## config.mk

```make
export PLATFORM = sky130hd
export DESIGN_NAME = gp_timer_irq
export DESIGN_NICKNAME = d
export VERILOG_FILES = /design/src/rtl/gp_timer_irq.v
export VERILOG_INCLUDE_DIRS = /design/src /design/src/common
export SDC_FILE = /design/constraint.sdc
export NUM_CORES = 1
export LEC_CHECK = 0
export BUFFER_PORTS_ARGS = -buffer_cell sky130_fd_sc_hd__clkbuf_2
export CORE_MARGIN = 2
export CORE_UTILIZATION = 40
export CTS_BUF_LIST = sky130_fd_sc_hd__clkbuf_16
export DETAILED_ROUTE_END_ITERATION = 6
export PLACE_DENSITY = 0.73
export SETUP_SLACK_MARGIN = 0.05
export SLEW_MARGIN = 20
export SYNTH_ARGS = -nofsm -noshare
export SYNTH_HDL_FRONTEND = slang
export SYNTH_SLANG_ARGS = --single-unit
```

## constraint.sdc

```tcl
create_clock -name clk_sys -period 3.8 [get_ports clk_sys]
set_clock_uncertainty 0.2 [all_clocks]
set_input_delay 0.19 -clock clk_sys [delete_from_list [all_inputs] [get_ports clk_sys]]
set_output_delay 0.19 -clock clk_sys [all_outputs]
set_load 0.01 [all_outputs]
```

## src/common/gp_timer_defines.vh

```
// Constants for the general purpose timer and main interrupt mask block.
// Assumes inclusion by bare name from the design file and the test bench.
`ifndef GP_TIMER_DEFINES_VH
`define GP_TIMER_DEFINES_VH

// Register indices (byte address is four times the index)
`define IDX_TIMER_CTRL      8'h11
`define IDX_TIMEOUT_HIGH    8'h12
`define IDX_TIMEOUT_LOW     8'h13
`define IDX_MAIN_MASK       8'h14
`define IDX_TIMER_MASK      8'h15
`define IDX_IRQ_STATUS      8'h20
`define IDX_CONTROL         8'h21
`define IDX_TIMER_STATE     8'h22

// Timer control fields
`define TRIG_MSB            7
`define TRIG_LSB            5
`define NORESP_EMV_BIT      1
`define NORESP_STEP_BIT     0
`define TIMER_CTRL_MASK     8'hE3

// Trigger codes
`define TRIG_CMD_ONLY       3'h0
`define TRIG_END_RX         3'h1
`define TRIG_START_RX       3'h2
`define TRIG_END_TX_NFC     3'h3

// Main mask bit positions
`define MASK_OSC            7
`define MASK_WATER_LEVEL    6
`define MASK_RX_START       5
`define MASK_RX_END         4
`define MASK_TX_END         3
`define MASK_COLLISION      2
`define MAIN_MASK_DEFINED   8'hFC

// Timer expiry mask bit in the timer mask register
`define MASK_GP_EXPIRE      5
`define TIMER_MASK_DEFINED  8'h20

// Status bit positions (main layout, bit 1 = timer expiry)
`define STAT_GP_EXPIRE      1
`define STATUS_DEFINED      8'hFE

// Control register bits (write one to act)
`define CTL_START_GP        0
`define CTL_SET_DEFAULT     1
`define CTL_FIELD_ON        2

// Carrier steps per timer count
`define GP_STEP_CARRIER     8
`define NR_STEP_SHORT       64
`define NR_STEP_LONG        4096

`define ZERO8               8'h00
`define ZERO16              16'h0000
`define ZERO32              32'h00000000
`endif

```

## src/rtl/gp_timer_irq.v

```verilog
// General purpose timer with trigger selection, no-response timer options and
// the main interrupt mask, reached over APB.
// Assumes carrier_tick is a one-cycle pulse per carrier period, and that the
// receive, transmit and oscillator events are one-cycle pulses on clk_sys.
//
// Our own choice: the APB slave port.
`timescale 1ns/1ps
`include "gp_timer_defines.vh"

// Behaviour
// - Trigger source from control bits seven..five
// - Code zero: start only by start command
// - Code one end of rx, two start rx
// - Code three: NFC end tx, whose expiry drops field
// - Sixteen-bit timeout, high 0x12, low 0x13
// - Low byte gives count bits seven..zero
// - Timer steps every eight carrier periods
// - Control bit zero picks no-response step
// - Control bit one selects EMV mode
// - Mask bit seven blocks oscillator event
// - Mask bit six blocks water level
// - Mask bits five, four block rx events
// - Mask bit three blocks tx end
// - Mask bit two blocks collision; 1,0 unused
// - Defaults cleared at reset and set-default
// - Timer expiry is own maskable source
module gp_timer_irq #(
    parameter CARRIER_DIV_W = 3
) (
    input  wire        clk_sys,
    input  wire        rst_n,
    input  wire        psel,
    input  wire        penable,
    input  wire        pwrite,
    input  wire [11:0] paddr,
    input  wire [31:0] pwdata,
    input  wire [3:0]  pstrb,
    output reg  [31:0] prdata,
    output reg         pready,
    output reg         pslverr,
    input  wire        carrier_tick,
    input  wire        ev_osc_stable,
    input  wire        ev_water_level,
    input  wire        ev_rx_start,
    input  wire        ev_rx_end,
    input  wire        ev_tx_end,
    input  wire        ev_collision,
    input  wire        nfc_mode,
    output reg         irq,
    output reg         rf_field_on,
    output reg         gp_running,
    output reg         noresp_step_long,
    output reg         noresp_emv
);

    // =====================================================================
    // Registers
    // =====================================================================
    reg [7:0]               timer_trigger_and_noresp_control;
    reg [7:0]               gp_timeout_high_byte;
    reg [7:0]               gp_timeout_low_byte;
    reg [7:0]               main_irq_mask;
    reg [7:0]               timer_irq_mask;
    reg [7:0]               irq_status;
    reg [15:0]              gp_count;
    reg [CARRIER_DIV_W-1:0] carrier_div;
    reg                     field_drop_armed;

    localparam integer             DIV_LAST_I = `GP_STEP_CARRIER - 1;
    localparam [CARRIER_DIV_W-1:0] DIV_LAST   = DIV_LAST_I[CARRIER_DIV_W-1:0];

    wire       setup    = psel & ~penable;
    wire       access   = psel & penable;
    wire [9:0] word_idx = paddr[11:2];
    wire       wr_en    = access & pwrite & pstrb[0];
    wire [2:0] trig_sel = timer_trigger_and_noresp_control[`TRIG_MSB:`TRIG_LSB];

    function is_idx;
        input [9:0] idx;
        input [7:0] reg_idx;
        begin
            is_idx = (idx == {2'b00, reg_idx});
        end
    endfunction

    function mapped;
        input [9:0] idx;
        begin
            mapped = is_idx(idx, `IDX_TIMER_CTRL) | is_idx(idx, `IDX_TIMEOUT_HIGH) |
                     is_idx(idx, `IDX_TIMEOUT_LOW) | is_idx(idx, `IDX_MAIN_MASK) |
                     is_idx(idx, `IDX_TIMER_MASK) | is_idx(idx, `IDX_IRQ_STATUS) |
                     is_idx(idx, `IDX_CONTROL) | is_idx(idx, `IDX_TIMER_STATE);
        end
    endfunction

    wire ctl_wr      = wr_en & is_idx(word_idx, `IDX_CONTROL);
    wire set_default = ctl_wr & pwdata[`CTL_SET_DEFAULT];
    wire cmd_start   = ctl_wr & pwdata[`CTL_START_GP];

    // =====================================================================
    // Trigger selection
    // =====================================================================
    reg auto_trig;
    always @* begin
        case (trig_sel)
            `TRIG_CMD_ONLY:   auto_trig = 1'b0;
            `TRIG_END_RX:     auto_trig = ev_rx_end;
            `TRIG_START_RX:   auto_trig = ev_rx_start;
            `TRIG_END_TX_NFC: auto_trig = ev_tx_end & nfc_mode;
            default:          auto_trig = 1'b0;
        endcase
    end

    wire start_gp  = cmd_start | auto_trig;
    wire step_tick = carrier_tick & (carrier_div == DIV_LAST);
    wire gp_expire = gp_running & step_tick & (gp_count <= 16'h0001);

    // =====================================================================
    // General purpose timer
    // =====================================================================
    // A start while running reloads; a zero timeout expires on the first step.
    always @(posedge clk_sys or negedge rst_n) begin
        if (!rst_n) begin
            gp_count         <= `ZERO16;
            carrier_div      <= {CARRIER_DIV_W{1'b0}};
            gp_running       <= 1'b0;
            field_drop_armed <= 1'b0;
            rf_field_on      <= 1'b0;
        end else begin
            if (start_gp) begin
                gp_count    <= {gp_timeout_high_byte, gp_timeout_low_byte};
                carrier_div <= {CARRIER_DIV_W{1'b0}};
                gp_running  <= 1'b1;
                field_drop_armed <= (trig_sel == `TRIG_END_TX_NFC) & ~cmd_start;
            end else if (gp_running) begin
                if (carrier_tick)
                    carrier_div <= (carrier_div == DIV_LAST) ? {CARRIER_DIV_W{1'b0}}
                                                              : carrier_div + 1'b1;
                if (gp_expire) begin
                    gp_running       <= 1'b0;
                    gp_count         <= `ZERO16;
                    field_drop_armed <= 1'b0;
                end else if (step_tick) begin
                    gp_count <= gp_count - 16'h0001;
                end
            end
            if (ctl_wr && pwdata[`CTL_FIELD_ON])
                rf_field_on <= 1'b1;
            else if (gp_expire && field_drop_armed)
                rf_field_on <= 1'b0;
            if (set_default) begin
                gp_running       <= 1'b0;
                field_drop_armed <= 1'b0;
            end
        end
    end

    // =====================================================================
    // Configuration and interrupt registers
    // =====================================================================
    wire [7:0] events;
    assign events = {ev_osc_stable, ev_water_level, ev_rx_start, ev_rx_end,
                     ev_tx_end, ev_collision, gp_expire, 1'b0};
    wire [7:0] eff_mask;
    assign eff_mask = {main_irq_mask[`MASK_OSC],
                       main_irq_mask[`MASK_WATER_LEVEL],
                       main_irq_mask[`MASK_RX_START],
                       main_irq_mask[`MASK_RX_END],
                       main_irq_mask[`MASK_TX_END],
                       main_irq_mask[`MASK_COLLISION],
                       timer_irq_mask[`MASK_GP_EXPIRE],
                       1'b1};
    wire [7:0] status_clr = (wr_en & is_idx(word_idx, `IDX_IRQ_STATUS)) ? pwdata[7:0] : `ZERO8;

    always @(posedge clk_sys or negedge rst_n) begin
        if (!rst_n) begin
            timer_trigger_and_noresp_control <= `ZERO8;
            gp_timeout_high_byte             <= `ZERO8;
            gp_timeout_low_byte              <= `ZERO8;
            main_irq_mask                    <= `ZERO8;
            timer_irq_mask                   <= `ZERO8;
            irq_status                       <= `ZERO8;
            irq                              <= 1'b0;
            noresp_step_long                 <= 1'b0;
            noresp_emv                       <= 1'b0;
        end else begin
            if (set_default) begin
                timer_trigger_and_noresp_control <= `ZERO8;
                gp_timeout_high_byte             <= `ZERO8;
                gp_timeout_low_byte              <= `ZERO8;
                main_irq_mask                    <= `ZERO8;
                timer_irq_mask                   <= `ZERO8;
            end else if (wr_en) begin
                if (is_idx(word_idx, `IDX_TIMER_CTRL))
                    timer_trigger_and_noresp_control <= pwdata[7:0] & `TIMER_CTRL_MASK;
                if (is_idx(word_idx, `IDX_TIMEOUT_HIGH))
                    gp_timeout_high_byte <= pwdata[7:0];
                if (is_idx(word_idx, `IDX_TIMEOUT_LOW))
                    gp_timeout_low_byte <= pwdata[7:0];
                if (is_idx(word_idx, `IDX_MAIN_MASK))
                    main_irq_mask <= pwdata[7:0] & `MAIN_MASK_DEFINED;
                if (is_idx(word_idx, `IDX_TIMER_MASK))
                    timer_irq_mask <= pwdata[7:0] & `TIMER_MASK_DEFINED;
            end
            // Set wins over a simultaneous write-one clear
            irq_status <= ((irq_status & ~status_clr) | events) & `STATUS_DEFINED;
            irq        <= |(irq_status & ~eff_mask);
            noresp_step_long <= timer_trigger_and_noresp_control[`NORESP_STEP_BIT];
            noresp_emv       <= timer_trigger_and_noresp_control[`NORESP_EMV_BIT];
        end
    end

    // =====================================================================
    // APB answer: no wait state, read data registered in the setup cycle
    // =====================================================================
    reg [31:0] next_prdata;
    always @* begin
        next_prdata = `ZERO32;
        if (is_idx(word_idx, `IDX_TIMER_CTRL))
            next_prdata[7:0] = timer_trigger_and_noresp_control;
        else if (is_idx(word_idx, `IDX_TIMEOUT_HIGH))
            next_prdata[7:0] = gp_timeout_high_byte;
        else if (is_idx(word_idx, `IDX_TIMEOUT_LOW))
            next_prdata[7:0] = gp_timeout_low_byte;
        else if (is_idx(word_idx, `IDX_MAIN_MASK))
            next_prdata[7:0] = main_irq_mask;
        else if (is_idx(word_idx, `IDX_TIMER_MASK))
            next_prdata[7:0] = timer_irq_mask;
        else if (is_idx(word_idx, `IDX_IRQ_STATUS))
            next_prdata[7:0] = irq_status;
        else if (is_idx(word_idx, `IDX_CONTROL))
            next_prdata[7:0] = {5'h00, rf_field_on, 2'h0};
        else if (is_idx(word_idx, `IDX_TIMER_STATE))
            next_prdata = {gp_running, 15'h0000, gp_count};
    end

    always @(posedge clk_sys or negedge rst_n) begin
        if (!rst_n) begin
            prdata  <= `ZERO32;
            pready  <= 1'b0;
            pslverr <= 1'b0;
        end else begin
            pready  <= setup;
            pslverr <= setup & ~mapped(word_idx);
            // An error answer always carries zero data, for writes as well
            if (setup && (!pwrite || !mapped(word_idx)))
                prdata <= next_prdata;
        end
    end

endmodule

```

* Word-level counts from Yosys, hierarchy flattened *
Index checks and enable logic that the tools add are counted.

storage, ports and cells
  input bits = 61
  register bits after elaboration = 106
  output and inout port bits = 39
  RAM bits = 0
  memories = 0
  memory bits (read-only) = 0
  logic and storage cells = 139
  latch bits = 0

cells by class
  div/mod/pow operators = 0
  reductions and logical operators = 27
  multiplexer cells = 50
  bitwise gates (word level) = 30
  $lt $le $gt $ge = 1
  shift operators = 0
  multiply operators = 0
  add/subtract/negate cells = 2
  eq/ne operators = 12

operator list
  operator                 number
  $mux W8                  23
  $mux W24                 7
  $mux W16                 4
  $eq A10 B5 Y1 const B    5
  $mux W32                 1
  $eq A10 B6 Y1 const B    3
  $reduce_bool A2 Y1       9
  $and A8 B8 Y8            2
  $le A16 B1 Y1 const B    1
  $not A8 Y8               2
  $reduce_and A2 Y1        8
  $sub A16 B1 Y16 const B  1
  $and A1 B1 Y1            14
  $mux W3                  4
  $mux W1                  10
  $reduce_bool A3 Y1       3
  $or A1 B1 Y1             8
  $or A8 B8 Y8             1
  $reduce_or A8 Y1         1
  $eq A3 B2 Y1 const B     2
  $add A3 B1 Y3 const B    1
  $eq A3 B1 Y1 const B     1
  $eq A3 B3 Y1 const B     1
  $logic_and A1 B1 Y1      3
  4 further kinds          7

* Longest topological paths before layout *
  word-level depth = 11
  mapped depth = 9
  depth with buffers taken out = 7

* Worst setup path before layout *
OpenSTA, ideal clock, no wires.

  path type = register to register
  from = register gp_count[0]
  to = register rf_field_on
  arrival = 1.847 ns
  cell stages (with the launch flop) = 10
  library setup time = 0.121 ns
  setup slack = 1.632 ns
  period minus slack after synthesis = 2.168 ns
  cell sequence = dfrtp_1 > inv_1 > ha_1 > nor2_1 > nor4bb_1 > clkbuf_1 > and3_1 > clkbuf_1 > nand2_1 > a22o_1

between the ends
  cells in the longest elaborated chain, start to end = 4

RTL lines
  what                                 RTL line            RTL
  start, declared                      gp_timer_irq.v:65   reg [15:0] gp_count;
  start signal, assigned               gp_timer_irq.v:124  gp_count <= `ZERO16;
  start signal, assigned               gp_timer_irq.v:131  gp_count <= {gp_timeout_high_byte, gp_timeout_low_byte};
  start signal, assigned               gp_timer_irq.v:141  gp_count <= `ZERO16;
  $le A16 B1 Y1                        gp_timer_irq.v:116  wire gp_expire = gp_running & step_tick & (gp_count <= 16'h0001);
  $and A1 B1 Y1                        gp_timer_irq.v:116
  $logic_and A1 B1 Y1                  gp_timer_irq.v:149  else if (gp_expire && field_drop_armed)
  $reduce_bool A2 Y1 (no source line)  --
  end signal, assigned                 gp_timer_irq.v:128  rf_field_on <= 1'b0;
  end signal, assigned                 gp_timer_irq.v:148  rf_field_on <= 1'b1;
  end signal, assigned                 gp_timer_irq.v:150  rf_field_on <= 1'b0;
  end, declared                        gp_timer_irq.v:50   output reg rf_field_on,

No other way between the ends.
A chain may end at the register's enable or synchronous reset.

* Worst setup path in the final report *
Same ends and word-level chain as after synthesis.

==> metrics.txt <==
# TYPE chip_impl_metric gauge
chip_impl_info{name="run_status",value="completed"} 1
chip_impl_metric{name="drtPass1Iterations",unit=""} 5
chip_impl_metric{name="drt-total-wl",unit="µm"} 12110
chip_impl_metric{name="area.sequential",unit="µm²"} 1977
chip_impl_metric{name="worst_ep_arrival_time",unit="ns"} 2.68
chip_impl_info{name="synthMostInstantiatedCell",value="sky130_fd_sc_hd__dfrtp_1"} 1
chip_impl_metric{name="post-route-cell-area",unit="µm²"} 5231
chip_impl_metric{name="dp.final_hpwl",unit="µm"} 8860
chip_impl_metric{name="leakage_power_total",unit="nW"} 2.526
chip_impl_info{name="ys.flop_type",value="sky130_fd_sc_hd__dfrtp_1"} 1
chip_impl_metric{name="drv.max_cap_violation_count",unit=""} 0
chip_impl_metric{name="unique_cell_type_count_in_the_yosys_netlist",unit=""} 62
chip_impl_info{name="worstHoldPathType",value="in -> reg"} 1
chip_impl_metric{name="synth-warning-count",unit=""} 0
chip_impl_metric{name="vdd.ir_drop.worst",unit="µV"} 228.4
chip_impl_metric{name="port_buffers",unit=""} 55
chip_impl_metric{name="hold-worst-slack",unit="ns"} 0.05198
chip_impl_metric{name="chipWidth",unit="µm"} 109.6
chip_impl_metric{name="worstPathRequired",unit="ns"} 3.83
chip_impl_metric{name="timing.setup.tns",unit="ns"} 0
chip_impl_metric{name="clkSlewWorstSetupHoldPaths",unit="ns"} 0.06
chip_impl_metric{name="grt_pass1_vias",unit=""} 3775
chip_impl_metric{name="nNetsFinal",unit=""} 612
chip_impl_metric{name="synth_area",unit="µm²"} 4462
chip_impl_metric{name="floorplan.initialDensity",unit="%"} 41.16
chip_impl_metric{name="slew_headroom",unit="%"} 50.51
chip_impl_metric{name="place_ws",unit="ns"} 1.249
chip_impl_metric{name="max-clock-path-buffers",unit=""} 2
chip_impl_metric{name="floorplan.rows",unit=""} 38
chip_impl_metric{name="grt_start_max_net_pins",unit=""} 80
chip_impl_info{name="worst_setup_path_end_kind",value="flip-flop"} 1
chip_impl_metric{name="post_route_cells_drive_above_1_share",unit="%"} 16.15
chip_impl_metric{name="syn-mean-instance-area",unit="µm²"} 9.181
chip_impl_metric{name="core_footprint",unit="µm²"} 10840
chip_impl_metric{name="die_area",unit="µm²"} 12020
chip_impl_metric{name="async_reset_ff_share",unit="%"} 100.0
chip_impl_metric{name="worst-path-max-fanout",unit=""} 7
chip_impl_metric{name="clock_latency",unit="ns"} 0.34
chip_impl_metric{name="drt_drc_violations_left",unit=""} 0
chip_impl_metric{name="die_h",unit="µm"} 109.6
chip_impl_metric{name="i_o_pins",unit=""} 100
chip_impl_metric{name="clock.fmax",unit="MHz"} 377.3
chip_impl_metric{name="globalRouteOverflowTotal",unit=""} 0
chip_impl_metric{name="clock-sinks",unit=""} 79
chip_impl_metric{name="dpl-instance-area",unit="µm²"} 4788
chip_impl_metric{name="dr.first_iter.drc_count",unit=""} 291
chip_impl_metric{name="total_power",unit="mW"} 1.917
chip_impl_metric{name="flow.area_growth_from_synthesis",unit="%"} 17.25
chip_impl_metric{name="post_cts_hold_buffer_count",unit=""} 16
chip_impl_metric{name="total_cts_buffers",unit=""} 9
chip_impl_metric{name="fillers",unit=""} 1049
chip_impl_metric{name="multi_input_area",unit="µm²"} 2253
chip_impl_metric{name="post-cts-setup-buffer-count",unit=""} 0
chip_impl_metric{name="utilization_after_layout",unit="%"} 48.26
chip_impl_info{name="synth_top_cell_by_area",value="sky130_fd_sc_hd__dfrtp_1"} 1
chip_impl_metric{name="synth_edf_count",unit=""} 0
chip_impl_metric{name="worst-slew-pin-transition",unit="ns"} 0.7423
chip_impl_info{name="most_instantiated_cells_after_synthesis",value="sky130_fd_sc_hd__dfrtp_1 (79), sky130_fd_sc_hd__nor2_1 (52), sky130_fd_sc_hd__nand2_1 (40)"} 1
chip_impl_info{name="cp-start-kind",value="flip-flop"} 1
chip_impl_metric{name="report.final.hold_viol_count",unit=""} 0
chip_impl_metric{name="first_pass_grt_wire_length",unit="µm"} 19290
chip_impl_metric{name="timing_max_transition_violations_final",unit=""} 0
chip_impl_metric{name="via_count_of_the_routed_design",unit=""} 3987
chip_impl_metric{name="final_cell_count_no_fill",unit=""} 691
chip_impl_metric{name="power_density",unit="nW/µm²"} 366.5
chip_impl_metric{name="timing.final.crit_period",unit="ns"} 2.650
chip_impl_metric{name="cts-htree-levels",unit=""} 3
chip_impl_metric{name="report.final.setup_viol",unit=""} 0
chip_impl_info{name="cts_root_buf",value="sky130_fd_sc_hd__clkbuf_16"} 1
chip_impl_metric{name="antenna_found_initial",unit=""} 0
chip_impl_metric{name="layout_worst_path_cycle_share",unit="%"} 69.74
chip_impl_metric{name="number_of_nets_still_failing_antenna_checks_after_routing",unit=""} 0
chip_impl_info{name="netlist_top_cells_area",value="sky130_fd_sc_hd__dfrtp_1 (44%), sky130_fd_sc_hd__mux2i_1 (5.4%), sky130_fd_sc_hd__nor2_1 (4.4%)"} 1
chip_impl_metric{name="routabilityCongestion",unit=""} 0.9262
chip_impl_metric{name="wl_per_cell",unit="µm"} 17.53
chip_impl_info{name="setup.worst_path.class",value="reg -> reg"} 1
chip_impl_metric{name="postSynthCellCount",unit=""} 486
chip_impl_metric{name="synth-seq-area-share",unit="%"} 44.31
chip_impl_metric{name="grt_usage",unit="%"} 21.31
chip_impl_info{name="rsz0062_at_grt",value="false"} 1
chip_impl_metric{name="numPlacedInstances",unit=""} 660
chip_impl_info{name="tritoncts",value="built"} 1
chip_impl_metric{name="drt-vias-per-instance",unit=""} 5.770
chip_impl_metric{name="post-route-worst-setup-slack",unit="ns"} 1.150
chip_impl_metric{name="cts.repair.resized",unit=""} 0
chip_impl_metric{name="synthDominantCellAreaShare",unit="%"} 44.31
chip_impl_metric{name="synth-seq-cells",unit=""} 79
chip_impl_metric{name="antenna_cells",unit=""} 0
==> routing by layer <==
layer	part of all wire (%)	GRT usage [%]
met2	46	33.11
met3	6.4	4.090
met1	46	29.80
met4	2.3	7.324
met5	0	0
==> kinds of logic (layout without fill, tap and decap cells) <==
family	Yosys count	in the layout	synth area share, %
AO/OA/AOI/OAI	133	133	19.55
XOR/XNOR	1	1	0.1963
adder cells (fa/ha/maj)	4	4	1.122
buffers and inverters	55	106	6.365
flip-flops	79	79	44.31
multiplexers	27	27	6.141
other	1	15	0.08405
AND/OR/NAND/NOR	186	186	22.24
==> worst max-delay path: stages, from the launching register on <==
cell	delay, ns
sky130_fd_sc_hd__dfrtp_1	0.43
sky130_fd_sc_hd__inv_1	0.14
sky130_fd_sc_hd__ha_1	0.26
sky130_fd_sc_hd__nor2_1	0.07
sky130_fd_sc_hd__nor4bb_1	0.52
sky130_fd_sc_hd__buf_4	0.25
sky130_fd_sc_hd__and3_1	0.37
sky130_fd_sc_hd__nand2_1	0.11
sky130_fd_sc_hd__a22o_1	0.19
==> report_power, final <==
part | internal [mW] | switching [mW]
clock | 0.496 | 0.329
combinational | 0.0735 | 0.122
sequential | 0.868 | 0.0285
==> flip-flops by register name, summed over array words and instances (netlist names), 3 cells and up <==
name and cells:
timer_trigger_and_noresp_control 5, irq_status 7, main_irq_mask 6, gp_timeout_high_byte 8, gp_timeout_low_byte 8, gp_count 16, prdata 17, carrier_div 3
==> cell usage in the layout (no fill, tap or decap), types with 7 or more instances in the layout <==
cell / n
sky130_fd_sc_hd__dlygate4sd3_1: 16
sky130_fd_sc_hd__dfrtp_1: 79
sky130_fd_sc_hd__inv_1: 13
sky130_fd_sc_hd__nand2_1: 40
sky130_fd_sc_hd__or3_1: 7
sky130_fd_sc_hd__mux2i_1: 24
sky130_fd_sc_hd__a21oi_1: 31
sky130_fd_sc_hd__a31oi_1: 10
sky130_fd_sc_hd__nand2b_1: 9
sky130_fd_sc_hd__nand3b_1: 7
sky130_fd_sc_hd__conb_1: 15
sky130_fd_sc_hd__buf_4: 8
sky130_fd_sc_hd__nand3_1: 17
sky130_fd_sc_hd__clkbuf_2: 54
sky130_fd_sc_hd__clkbuf_16: 9
sky130_fd_sc_hd__o21ai_0: 27
sky130_fd_sc_hd__nor2_1: 52
sky130_fd_sc_hd__o31ai_1: 12
==> final timing paths <==
check	from	endpoint	slack (ns)	cells after the start
min reg2reg	timer_trigger_and_noresp_control[1]$_DFFE_PN0P_	noresp_emv$_DFF_PN0_	0.21	0
max in group asynchronous	rst_n	timer_trigger_and_noresp_control[0]$_DFFE_PN0P_	2.66	2
min in group asynchronous	rst_n	carrier_div[1]$_DFFE_PN0P_	0.25	2
max reg2reg	gp_count[0]$_DFFE_PN0P_	rf_field_on$_DFFE_PN0P_	1.15	8
min	pwdata[1]	irq_status[1]$_DFF_PN0_	0.05	3
max	gp_count[0]$_DFFE_PN0P_	rf_field_on$_DFFE_PN0P_	1.15	8
==> layout make-up <==
class	count	area share, %
inverter	12	0.8610
multi-input combinational	366	43.08
sequential	79	37.79
tap	140	3.348
timing repair buffer	79	9.591
clock inverter	6	1.028
clock buffer	9	4.305
Note: power is estimated with default switching activity, not from simulation.
